===== src/common/icc_pkg.sv =====
package icc_pkg;
    localparam int COUNT_W = 16;

    typedef logic [2:0] icc_mode_t;
    localparam icc_mode_t MODE_TERMINAL  = 3'h0;
    localparam icc_mode_t MODE_ONE_SHOT  = 3'h1;
    localparam icc_mode_t MODE_RATE      = 3'h2;
    localparam icc_mode_t MODE_SQUARE    = 3'h3;
    localparam icc_mode_t MODE_SW_STROBE = 3'h4;
    localparam icc_mode_t MODE_HW_STROBE = 3'h5;

    // Idle: control word only; armed: count held, not loaded; run: counting
    typedef enum logic [1:0] {
        ICC_IDLE  = 2'h0,
        ICC_ARMED = 2'h1,
        ICC_RUN   = 2'h3
    } icc_state_t;

    typedef logic [1:0] icc_step_t;
    localparam icc_step_t STEP_ONE = 2'h1;
    localparam icc_step_t STEP_TWO = 2'h2;

    localparam logic [COUNT_W-1:0] COUNT_ZERO = 16'h0000;
    localparam logic [COUNT_W-1:0] COUNT_ONE  = 16'h0001;
    localparam logic [COUNT_W-1:0] COUNT_TWO  = 16'h0002;
    localparam logic [COUNT_W-1:0] RESET_COUNT = 16'h0000;
    localparam logic               RESET_OUT   = 1'b1;
    localparam logic [3:0]         BCD_NINE    = 4'h9;
endpackage


===== src/common/icc_step_if.sv =====
`timescale 1ns/1ps
interface icc_step_if;
    import icc_pkg::*;
    logic [COUNT_W-1:0] value;
    logic               bcd;
    icc_step_t          amount;
    logic [COUNT_W-1:0] result;

    modport client (output value, output bcd, output amount, input result);
    modport server (input value, input bcd, input amount, output result);
endinterface


===== src/design/icc_step.sv =====
`timescale 1ns/1ps
module icc_step #(
    parameter int WIDTH = icc_pkg::COUNT_W
) (
    icc_step_if.server step
);
    import icc_pkg::*;

    localparam int DIGITS = WIDTH / 4;

    generate
        if (WIDTH % 4 != 0 || WIDTH != COUNT_W)
        begin : g_bad_width
            $error("icc_step: width must equal the counter width, a multiple of 4");
        end
    endgenerate

    // Digit-wise subtract with borrow; a digit below zero wraps by adding ten
    function automatic logic [WIDTH-1:0] bcd_sub(input logic [WIDTH-1:0] v,
                                                  input icc_step_t amt);
        logic [WIDTH-1:0] r;
        logic [4:0]       d;
        logic [3:0]       borrow;
        r      = v;
        borrow = {2'h0, amt};
        for (int i = 0; i < DIGITS; i++)
        begin
            d = {1'b0, v[i*4 +: 4]} - {1'b0, borrow};
            if (d[4])
            begin
                r[i*4 +: 4] = 4'(d[3:0] + BCD_NINE + 4'h1);
                borrow      = 4'h1;
            end
            else
            begin
                r[i*4 +: 4] = d[3:0];
                borrow      = 4'h0;
            end
        end
        return r;
    endfunction

    // Both forms wrap through zero to all nines or all ones
    wire [WIDTH-1:0] bin_result = step.value - WIDTH'(step.amount);
    wire [WIDTH-1:0] dec_result = bcd_sub(step.value, step.amount);

    assign step.result = step.bcd ? dec_result : bin_result;
endmodule // icc_step


===== src/design/icc_counter.sv =====
// Summary of operation
// - Control word write resets control logic and sets output level at once.
// - Gate level is sampled on the counter clock rising edge; gate edges are caught on any clock.
// - Modes 0, 2, 3, 4: sampled gate level enables or suspends decrementing.
// - Modes 1, 2, 3, 5: gate rising edge sets latch, sampled and cleared.
// - Modes 2 and 3: gate low stops counting and forces output high immediately.
// - Loading and decrementing happen on the counter clock falling edge.
// - Initial count zero acts as the largest count, 65536 or 10000.
// - Modes 0, 1, 4, 5 wrap past zero to all ones or 9999.
// - Modes 2 and 3 reload the stored initial count on expiry; an odd mode 3 low half starts one lower.
`timescale 1ns/1ps
module icc_counter
    import icc_pkg::*;
(
    input  wire logic                 clock,
    input  wire logic                 reset_n,
    input  wire logic                 ctrl_write,
    input  wire icc_pkg::icc_mode_t   ctrl_mode,
    input  wire logic                 ctrl_bcd,
    input  wire logic                 count_write,
    input  wire logic [icc_pkg::COUNT_W-1:0] count_value,
    input  wire logic                 cnt_clk,
    input  wire logic                 gate,
    output logic                      out,
    output logic [icc_pkg::COUNT_W-1:0] count_now
);
    import icc_pkg::*;

    icc_mode_t          mode;
    logic               bcd;
    icc_state_t         state;
    logic [COUNT_W-1:0] init_count;
    logic [COUNT_W-1:0] count;
    logic               out_q;
    logic               fired;
    logic               load_pend;
    logic               cclk_prev;
    logic               gate_prev;
    logic               gate_lvl;
    logic               trig_latch;
    logic               trig_seen;

    icc_step_if step ();
    icc_step u_step (
        .step (step)
    );

    function automatic icc_mode_t fold_mode(input icc_mode_t m);
        // Codes 6 and 7 alias the periodic modes
        return (m[2] && m[1]) ? {1'b0, m[1:0]} : m;
    endfunction

    function automatic logic initial_level(input icc_mode_t m);
        return fold_mode(m) != MODE_TERMINAL;
    endfunction

    wire cclk_rise = cnt_clk && !cclk_prev;
    wire cclk_fall = !cnt_clk && cclk_prev;
    wire gate_rise = gate && !gate_prev;

    wire periodic   = (mode == MODE_RATE) || (mode == MODE_SQUARE);
    wire level_mode = (mode == MODE_TERMINAL) || periodic || (mode == MODE_SW_STROBE);
    wire edge_mode  = (mode == MODE_ONE_SHOT) || periodic || (mode == MODE_HW_STROBE);
    wire soft_load  = !edge_mode || periodic;

    // Gate low in periodic modes acts without waiting for any clock
    wire gate_block = periodic && !gate;
    wire run_enable = !level_mode || (gate_lvl && !gate_block);

    wire trig_hit   = edge_mode && trig_seen && (state != ICC_IDLE);
    wire start_load = load_pend && soft_load;
    wire do_load    = cclk_fall && (start_load || trig_hit);
    wire do_step    = cclk_fall && !do_load && (state == ICC_RUN) && run_enable;

    // Square wave: an odd count first drops by one, then by two
    assign step.value  = count;
    assign step.bcd    = bcd;
    assign step.amount = (mode == MODE_SQUARE && !count[0]) ? STEP_TWO :
                         (mode == MODE_SQUARE && out_q)     ? STEP_ONE :
                         (mode == MODE_SQUARE)              ? STEP_TWO : STEP_ONE;

    wire [COUNT_W-1:0] stepped   = step.result;
    wire               hit_zero  = (stepped == COUNT_ZERO);
    wire               rate_end  = (mode == MODE_RATE) && (count == COUNT_ONE);
    wire               rate_low  = (mode == MODE_RATE) && (count == COUNT_TWO);
    wire               sq_end    = (mode == MODE_SQUARE) && hit_zero;
    // Low half of an odd square wave starts one lower to take away three
    wire [COUNT_W-1:0] sq_reload = (out_q && init_count[0])
                                   ? {init_count[COUNT_W-1:1], 1'b0} : init_count;

    wire [COUNT_W-1:0] next_count =
        do_load                  ? init_count :
        !do_step                 ? count      :
        rate_end                 ? init_count :
        sq_end                   ? sq_reload  :
                                   stepped;

    logic next_out;
    always_comb
    begin
        next_out = out_q;
        if (gate_block)
            next_out = 1'b1;
        else if (do_load && mode == MODE_ONE_SHOT)
            next_out = 1'b0;
        else if (do_load)
            next_out = (mode != MODE_TERMINAL);
        else if (do_step)
        begin
            case (mode)
                MODE_TERMINAL:  next_out = out_q || hit_zero;
                MODE_ONE_SHOT:  next_out = out_q || hit_zero;
                MODE_RATE:      next_out = rate_end || !rate_low;
                MODE_SQUARE:    next_out = sq_end ? !out_q : out_q;
                MODE_SW_STROBE: next_out = !(hit_zero && !fired);
                MODE_HW_STROBE: next_out = !(hit_zero && !fired);
                default:        next_out = out_q;
            endcase
        end
    end

    // Write strobe overrides the held level without a clock edge
    assign out = ctrl_write ? initial_level(ctrl_mode) : (out_q || gate_block);

    always_ff @(posedge clock or negedge reset_n)
    begin
        if (!reset_n)
        begin
            cclk_prev <= 1'b0;
            // Starts high so a gate already high at release is no trigger
            gate_prev <= 1'b1;
            gate_lvl  <= 1'b0;
        end
        else
        begin
            cclk_prev <= cnt_clk;
            gate_prev <= gate;
            if (cclk_rise)
                gate_lvl <= gate;
        end
    end

    // Trigger latch: a new edge wins over the clear of an old one
    always_ff @(posedge clock or negedge reset_n)
    begin
        if (!reset_n)
        begin
            trig_latch <= 1'b0;
            trig_seen  <= 1'b0;
        end
        else if (ctrl_write)
        begin
            trig_latch <= 1'b0;
            trig_seen  <= 1'b0;
        end
        else
        begin
            trig_latch <= (edge_mode && gate_rise) || (trig_latch && !cclk_rise);
            if (cclk_rise)
                trig_seen <= trig_latch;
            else if (do_load)
                trig_seen <= 1'b0;
        end
    end

    always_ff @(posedge clock or negedge reset_n)
    begin
        if (!reset_n)
        begin
            mode       <= MODE_TERMINAL;
            bcd        <= 1'b0;
            state      <= ICC_IDLE;
            init_count <= RESET_COUNT;
            load_pend  <= 1'b0;
        end
        else if (ctrl_write)
        begin
            mode      <= fold_mode(ctrl_mode);
            bcd       <= ctrl_bcd;
            state     <= ICC_IDLE;
            load_pend <= 1'b0;
        end
        else
        begin
            if (count_write)
                init_count <= count_value;
            // Running periodic counts keep their sequence until expiry
            load_pend <= (count_write && !(periodic && state == ICC_RUN))
                         || (load_pend && !do_load);
            if (do_load)
                state <= ICC_RUN;
            else if (count_write && state == ICC_IDLE)
                state <= ICC_ARMED;
        end
    end

    always_ff @(posedge clock or negedge reset_n)
    begin
        if (!reset_n)
        begin
            count     <= RESET_COUNT;
            count_now <= RESET_COUNT;
            out_q     <= RESET_OUT;
            fired     <= 1'b0;
        end
        else if (ctrl_write)
        begin
            out_q <= initial_level(ctrl_mode);
            fired <= 1'b0;
        end
        else
        begin
            count     <= next_count;
            count_now <= next_count;
            out_q     <= next_out;
            fired     <= do_load ? 1'b0 : (fired || (do_step && hit_zero));
        end
    end
endmodule // icc_counter


===== config.mk =====
export PLATFORM = sky130hd
export DESIGN_NAME = icc_counter
export DESIGN_NICKNAME = d
export VERILOG_FILES = /design/src/common/icc_pkg.sv /design/src/common/icc_step_if.sv /design/src/design/icc_step.sv /design/src/design/icc_counter.sv
export SDC_FILE = /design/constraint.sdc
export NUM_CORES = 1
export LEC_CHECK = 0
export BUFFER_PORTS_ARGS = -buffer_cell sky130_fd_sc_hd__buf_2
export CORE_MARGIN = 2
export CORE_UTILIZATION = 40
export DETAILED_ROUTE_END_ITERATION = 6
export PLACE_DENSITY = 0.61
export SYNTH_ARGS = -nofsm -noshare
export SYNTH_HDL_FRONTEND = slang
export SYNTH_SLANG_ARGS = --single-unit

===== constraint.sdc =====
create_clock -name clock -period 13.73 [get_ports clock]
set_clock_uncertainty 0.05 [all_clocks]
set_input_delay 2.746 -clock clock [delete_from_list [all_inputs] [get_ports clock]]
set_output_delay 2.746 -clock clock [all_outputs]
set_load 0.005 [all_outputs]

Word-level counts from Yosys, hierarchy flattened. Index checks and enable logic that the tools add are counted.

Register bits after elaboration: 46. Bits of input ports: 26. Output and inout bits: 17.

$add $sub $neg: 13. Equal/unequal tests: 9. Muxes and demuxes: 35. Bitwise gates (word level): 1. Reduce and logical (&&, ||, !) cells: 73.

Operators with widths (number): $mux 16 (5); $logic_and 1x1->1 (28); $mux 1 (18); $add 4x1->4 const B (4); $add 4x4->4 const B (4); $eq 16x1->1 const B (1); $eq 16x2->1 const B (1); $logic_not 16->1 (1); $mux 4 (4); $sub 16x2->16 (1); $logic_not 1->1 (15); $sub 4x1->5 (3); $logic_or 1x1->1 (14); $mux 2 (6); $reduce_bool 3->1 (4); $reduce_bool 8->1 (1); $eq 3x2->1 const B (2); $eq 3x3->1 const B (2); $ne 6x5->1 const B (1); $reduce_bool 5->1 (1); $sub 4x2->5 (1); $pmux 1 s4 (1); $reduce_and 2->1 (2); $reduce_bool 2->1 (2); 8 further kinds (9).

Longest topological paths before layout. Gate-level depths: netlist of run 1.

Depth in word-level cells: 24. Gate-level depth with buffers: 24. Depth with buffers taken out: 22.

Hierarchy. Synthesis of run 1 repeated with hierarchy kept, for this count alone.

Cells, all modules: 352. Area total of the unflattened synthesis: 3225.6 µm².

Modules (own cells, without submodules): icc_counter (times used 1, cells each 228, area each 2346.0 µm², seq. area each 1153.6 µm²); icc_step (times used 1, cells each 124, area each 879.6 µm², seq. area each 0.0 µm²).

Worst setup path before layout of run 1. Ideal clock, no wire load.

Path type: input port to output port. Start: in ctrl_write. End: out out. Arrival time: 3.394 ns. Path slack: 7.540 ns. Stages on the path: 3. Buffers on the path: 2. Path through: clkbuf_1 -> clkbuf_1 -> a21oi_1.

Cells in the longest elaborated chain, start to end: 1.

RTL lines: start, declared (line icc_counter.sv:17) `input wire logic ctrl_write,`; $mux 1 (line icc_counter.sv:123) `assign out = ctrl_write ? initial_level(ctrl_mode) : (out_q || gate_block);`; end, declared (line icc_counter.sv:24) `output logic out,`.

Every way passes these cells.

Final worst setup path of run 1. Ends and elaborated chain as after synthesis.

==> results of run 1 <==
[per-stage QoR]
step / setup WS, ps / total power, W / std cells / cell area, µm²
global placement: 7503 / 0.0005829 / 473 / 3455
global route: 6774 / 0.0007416 / 481 / 3553
CTS: 7495 / 0.0006744 / 481 / 3553
floorplan: 7540 / 0.0004784 / 346 / 3179
detailed placement: 7499 / 0.0005826 / 473 / 3455
finish: 7483 / 0.0006736 / 481 / 3553
[state kept, by name, indices dropped and copies added (netlist names)]
signal	count
out_q	1
count	16
bcd	1
gate_lvl	1
gate_prev	1
fired	1
mode	3
state	2
cclk_prev	1
load_pend	1
trig_seen	1
init_count	16
trig_latch	1
[how the worst max path moves through the flow]
stage | cells past startpoint | slack, ps | endpoint | startpoint
3_5_place_dp | 4 | 7500 | out | ctrl_write
6_report | 4 | 7480 | out | ctrl_write
3_3_place_gp | 4 | 7500 | out | ctrl_write
5_1_grt | 22 | 6770 | count[2]$_DFFE_PN0P_ | mode[1]$_DFFE_PN0P_
4_1_cts | 4 | 7500 | out | ctrl_write
2_1_floorplan | 3 | 7540 | out | ctrl_write
[cell families (layout without fill, tap and decap cells)]
| family | after synthesis | count (layout) |
|---|---|---|
| AND/OR/NAND/NOR | 130 | 130 |
| AO/OA/AOI/OAI | 85 | 85 |
| flip-flops | 46 | 46 |
| buffers and inverters | 40 | 73 |
| multiplexers | 22 | 22 |
| adder cells (fa/ha/maj) | 12 | 12 |
| XOR/XNOR | 11 | 11 |
[cell type report]
type	instances	area (µm²)
inverter	21	78.83
tap	102	127.6
clock buffer	6	82.58
fill	760	4174
sequential	46	1154
timing repair buffer	44	225.2
multi-input combinational	260	1869
clock inverter	2	16.27
[cells in the final DEF (no fill, tap or decap), types with 15 or more instances in the layout]
cell type   n
dfrtp_1    44
buf_2      42
nor2_1     29
nand2_1    25
inv_1      19
mux2_2     18
a21oi_1    17
nor3_1     15
a221o_1    15
[report_power, final]
part	switching [W]	internal (W)
Combinational	0.000200	0.000157
Clock	0.0000483	0.0000415
Sequential	0.0000609	0.000166
Total	0.000309	0.000364
[critical path: cells and delay by family]
kind / cells / cell delay [ps]
and+or+nand+nor: 1 / 120
AOI/OAI and AO/OA: 1 / 130
buffers and inverters: 2 / 460
[metal layers]
metal / track usage / up-vias / wire (µm)
met2: 0.2850 / 73 / 3440
met4: 0.06127 / 0 / 126
met5: 0 / - / 0
met3: 0.02981 / 9 / 375
li1: - / 1349 / -
met1: 0.3023 / 1355 / 3962
==> results.ini, run 1 <==
[timing]
setup_tns_ps=0
finalSetupViolCount=0
rsz0062_at_grt=false
hold_viol=0
tightest_slew_ps=1009
slew_viol_final=0
slew_headroom=0.3274
fin_crit_ps=6247
period_share=0.4550
fmax_ghz=0.1601
hold_ws_ps=458.9

[clock_network]
path_clk_slew_ps=90
clock_path_buffers=2
postCtsHoldBufs=0
cts_root_buffer=clkbuf_8
postCtsSetupBuffers=0
cts_tree=yes
ctsResizeCount=0
cts.sinks=46
clock_latency_ps=300
cts_made_buffers=5
htreeDepth=2

[yosys]
synth_top_family_by_area=simple AND/OR/NAND/NOR gates
netlist_area_um2=3179
synth.avg_cell_area_um2=9.189
syn-num-nets=384
yosys.area.top_type=dfrtp_1
synth.area.top_cells=dfrtp_1 (35%), mux2_2 (6.4%), a221o_1 (4.7%)
yosysWarnings=0
synth_seq_area_share=0.3628
ys_ff_latch=46
synth_edf_count=0
synthFlopType=dfrtp_1
yosysTopAreaCellShare=0.3463
synthXorXnorAreaFrac=0.03030
synth_common_cells=dfrtp_1 (44), nor2_1 (29), nand2_1 (25)
synth_cell_types=65
synth.most_common_cell=dfrtp_1
synthSimpleGateAreaFrac=0.2263
synthAdderAreaFrac=0.04959
synth.mux.area_fraction=0.07635
syn_inst=346
async_reset_ff_frac=1.000
synth_compound_area_frac=0.2043

[global_routing]
grt_pass1_wl_mm=13.70
grt_pass1_vias=2655
grt_start_max_net_pins=47
overflow=0
grt_usage=0.1973
antenna_found_initial=0

[pwr]
power_density_nw_per_um2=189.6
max-vdd-ir-drop_v=0.00009395
p_leak_nw=1.529

[hold_path]
min_from=init_count[15]$_DFFE_PN0P_
min_path_type=reg -> reg
hold_end=count[15]$_DFFE_PN0P_
whs_path_depth=1

[finish]
area_delta_synth_final_pct=11.77
final_nets=416
final_core_util=0.4598
layout-drive-gt1-share=0.2243
antenna_cells=0

[setup_path]
timing.rr.end=count[10]$_DFFE_PN0P_
cp_cell_sequence=buf_2 -> nor3_1 -> a21oi_1 -> buf_2
critPathLaunchType=input pin
ff2ff_setup_slack_ps=7490
slowest_stage=buf_2
cp_data_required_time_ps=10930
endpoint_kind=output pin
r2r_start=mode[1]$_DFFE_PN0P_
reg2reg_depth=22
cp_max_fo=22
cp.arrival_ps=3450
critPathMaxStageDelay_ps=330
crit_type=in -> out
cpMostUsedCell=buf_2

[floorplan]
ioPinCount=43
core_um2=7727
die_h_um=93.15
dieWidth_um=93.15
start_util=0.4114
die_area_um2=8677
rows=32

[routing]
drtPass1Iterations=4
drcViolationCount=0
ant_nets=0
drt_wl_total_mm=7.905
routed_via_density=5.792
wl_per_cell_um=16.43
drtIter0Drc=238
vias=2786

[flow_run]
maxCapViolations=0

[place]
gp_congestion=0.8578
place_hpwl_mm=6.052
io_buffers=42

[outcome]
outcome=finished, final reports clean

Power figures use the tool's default switching activity.
==> inputs of run 2 (changes only) <==
Settings changed: ABC_AREA set to 1.
Clock period 13.73 ns to 5.8 ns, I/O delays scaled along.
==> run 2 against run 1 <==
Clock power rose to 2.7 times the previous value. Combinational power up 85%. Synthesized area grew 1.8%. Non-clock buffer count decreased by 2. First-iteration DRC count increased by 37%. Wire length is 8.4% higher. Final area rose by 1.4%. Critical path depth increased by 26. Worst setup slack lost 6600 ps. Via count grew 15%. Worst hold slack got worse by 9.6 ps. Flip-flop and latch count unchanged. Largest cell class unchanged. Highest routed layer unchanged.
==> results.ini, run 2 <==
[setup_path]
critPathMaxStageDelay_ps=530  ; +200 ps
cp_max_fo=16  ; -27%
cpMostUsedCell=nand2_1
endpoint_kind=flop
ff2ff_setup_slack_ps=870  ; -6620 ps
cp_data_required_time_ps=5950  ; -4980 ps
cp.arrival_ps=5080  ; +1630 ps
crit_type=reg -> reg
slowest_stage=fa_1
critPathLaunchType=flop

[outcome]
outcome=finished, final reports clean

[timing]
setup_ws_ps=870.5  ; -6612 ps
finalSetupViolCount=0  ; unchanged
fmax_ghz=0.2029
setup_tns_ps=0  ; unchanged
slew_headroom=0.2891  ; -0.03833
hold_viol=0  ; unchanged
rsz0062_at_grt=false
slew_viol_final=0  ; unchanged
period_share=0.8499
hold_ws_ps=449.3  ; -9.604 ps
fin_crit_ps=4929
tightest_slew_ps=1066  ; +57.50 ps

[clock_network]
clock_latency_ps=300  ; about the same
path_clk_slew_ps=90  ; about the same
ctsResizeCount=0  ; unchanged
cts_made_buffers=5  ; unchanged
cts_tree=yes
htreeDepth=2  ; unchanged
postCtsSetupBuffers=0  ; unchanged
postCtsHoldBufs=0  ; unchanged
cts_root_buffer=clkbuf_8
clock_path_buffers=2  ; unchanged
cts.sinks=46  ; unchanged

[yosys]
syn_inst=468  ; +35%
synth.area.top_cells=dfrtp_1 (34%), nand2_1 (14%), inv_1 (7.3%)
synth_seq_area_share=0.3564  ; -0.006452
synth.avg_cell_area_um2=6.916  ; -25%
synth_cell_types=39  ; -40%
yosys.area.top_type=dfrtp_1
syn-num-nets=506  ; +32%
synth_common_cells=nand2_1 (120), inv_1 (63), nor2_1 (60)
netlist_area_um2=3237  ; +1.8%
async_reset_ff_frac=1.000  ; unchanged
synth_edf_count=0  ; unchanged
synth.most_common_cell=nand2_1
ys_ff_latch=46  ; unchanged
yosysTopAreaCellShare=0.3402  ; -0.006158
yosysWarnings=0  ; unchanged
synthFlopType=dfrtp_1

[routing]
drcViolationCount=0  ; unchanged
routed_via_density=5.277  ; -8.9%
ant_nets=0  ; unchanged
vias=3203  ; +15%
drtIter0Drc=325  ; +37%
wl_per_cell_um=14.12  ; -14%
drt_wl_total_mm=8.568  ; +8.4%
drtPass1Iterations=5  ; +1

[global_routing]
grtUsageMet3=0.02488  ; -0.004935
grt_start_max_net_pins=47  ; unchanged
top_usage_layer=met1
antenna_found_initial=0  ; unchanged
grt_pass1_wl_mm=14.15  ; +3.3%
grt_usage=0.2033  ; +0.005983
overflow=0  ; unchanged
grt_use_met2=0.2815  ; -0.003477
grt_pass1_vias=2869  ; +8.1%
use_met1=0.3235  ; +0.02120

[floorplan]
start_util=0.4167  ; +0.005289
die_h_um=93.96  ; +0.86%
ioPinCount=43  ; unchanged
die_area_um2=8828  ; +1.7%
core_um2=7767  ; +0.52%
rows=32  ; unchanged
dieWidth_um=93.96  ; +0.86%

[finish]
multi_input_area_um2=1753  ; -6.2%
final_common_cell=nand2_1
final_core_util=0.4639  ; +0.004073
reg_top3=count (16), init_count (16), mode (3)
final_nets=542  ; +30%
ff_latch_area_um2=1154  ; unchanged
n_fill_cell=829  ; +9.1%
area_delta_synth_final_pct=11.33
final_cell_mix=nand2_1 (120), inv_1 (63), nor2_1 (60)
antenna_cells=0  ; unchanged
layout-drive-gt1-share=0.1525  ; -0.07180

[pwr]
power_w=0.001396  ; +110%
power_density_nw_per_um2=387.5  ; +100%
max-vdd-ir-drop_v=0.0001435  ; +53%
p_leak_nw=1.822  ; +19%

[flow_run]
maxCapViolations=0  ; unchanged

[place]
gp_congestion=0.8734  ; +1.8%
io_buffers=42  ; unchanged
pre_cts_slack_ps=922.8  ; -6576 ps
place_hpwl_mm=6.632  ; +9.6%

[hold_path]
min_path_type=reg -> reg

-- run 2: metrics by stage --
step	instances	instance area, µm²
global route	607	3603
CTS	607	3603
global placement	599	3495
floorplan	468	3237
finish	607	3603
detailed placement	599	3495
-- run 2: layout make-up --
class                   instances  share of cell area
repair buffers                 42             0.05833
clock inverters                 3             0.01111
inverters                      66             0.06944
well taps                     102             0.03542
multi-input cells             343              0.4865
clock buffers                   5             0.01910
flip-flops and latches         46              0.3201
-- run 2: final timing paths --
kind,endpoint,cells past startpoint,startpoint
min,out_q$_DFFE_PN1P_,2,out_q$_DFFE_PN1P_
max,count[7]$_DFFE_PN0P_,30,mode[1]$_DFFE_PN0P_
min in group asynchronous,init_count[0]$_DFFE_PN0P_,1,reset_n
max in group asynchronous,init_count[12]$_DFFE_PN0P_,1,reset_n
min reg2reg,out_q$_DFFE_PN1P_,2,out_q$_DFFE_PN1P_
max reg2reg,count[7]$_DFFE_PN0P_,30,mode[1]$_DFFE_PN0P_
-- run 2: worst max-delay path: cells and delay by family, from the launching register on --
family,cells,cell delay (ps)
buffers and inverters,4,320
XOR/XNOR,1,210
adder cells (fa/ha/maj),7,1820
AND/OR/NAND/NOR,16,1670
AO/OA/AOI/OAI,2,290
flip-flops,1,470
-- run 2: layer usage --
metal | up-vias | share of wire
li1 | 1597 | -
met1 | 1455 | 0.49
met2 | 138 | 0.41
met3 | 13 | 0.079
met4 | 0 | 0.018
met5 | - | 0
-- run 2: kinds of logic (layout without fill, tap and decap cells) --
| group | after synthesis | count (layout) | synth area share |
|---|---|---|---|
| AND/OR/NAND/NOR | 243 | 243 | 0.3235 |
| flip-flops | 46 | 46 | 0.3564 |
| multiplexers | 9 | 9 | 0.03131 |
| buffers and inverters | 79 | 116 | 0.1020 |
| XOR/XNOR | 3 | 3 | 0.008119 |
| AO/OA/AOI/OAI | 76 | 76 | 0.1299 |
| adder cells (fa/ha/maj) | 12 | 12 | 0.04870 |
-- run 2: report_power, final --
| group | switching [W] | internal (W) | leakage, nW |
|---|---|---|---|
| registers | 0.000108 | 0.000390 | 0.547 |
| clock network | 0.000112 | 0.000127 | 0.0579 |
| logic | 0.000417 | 0.000242 | 1.22 |
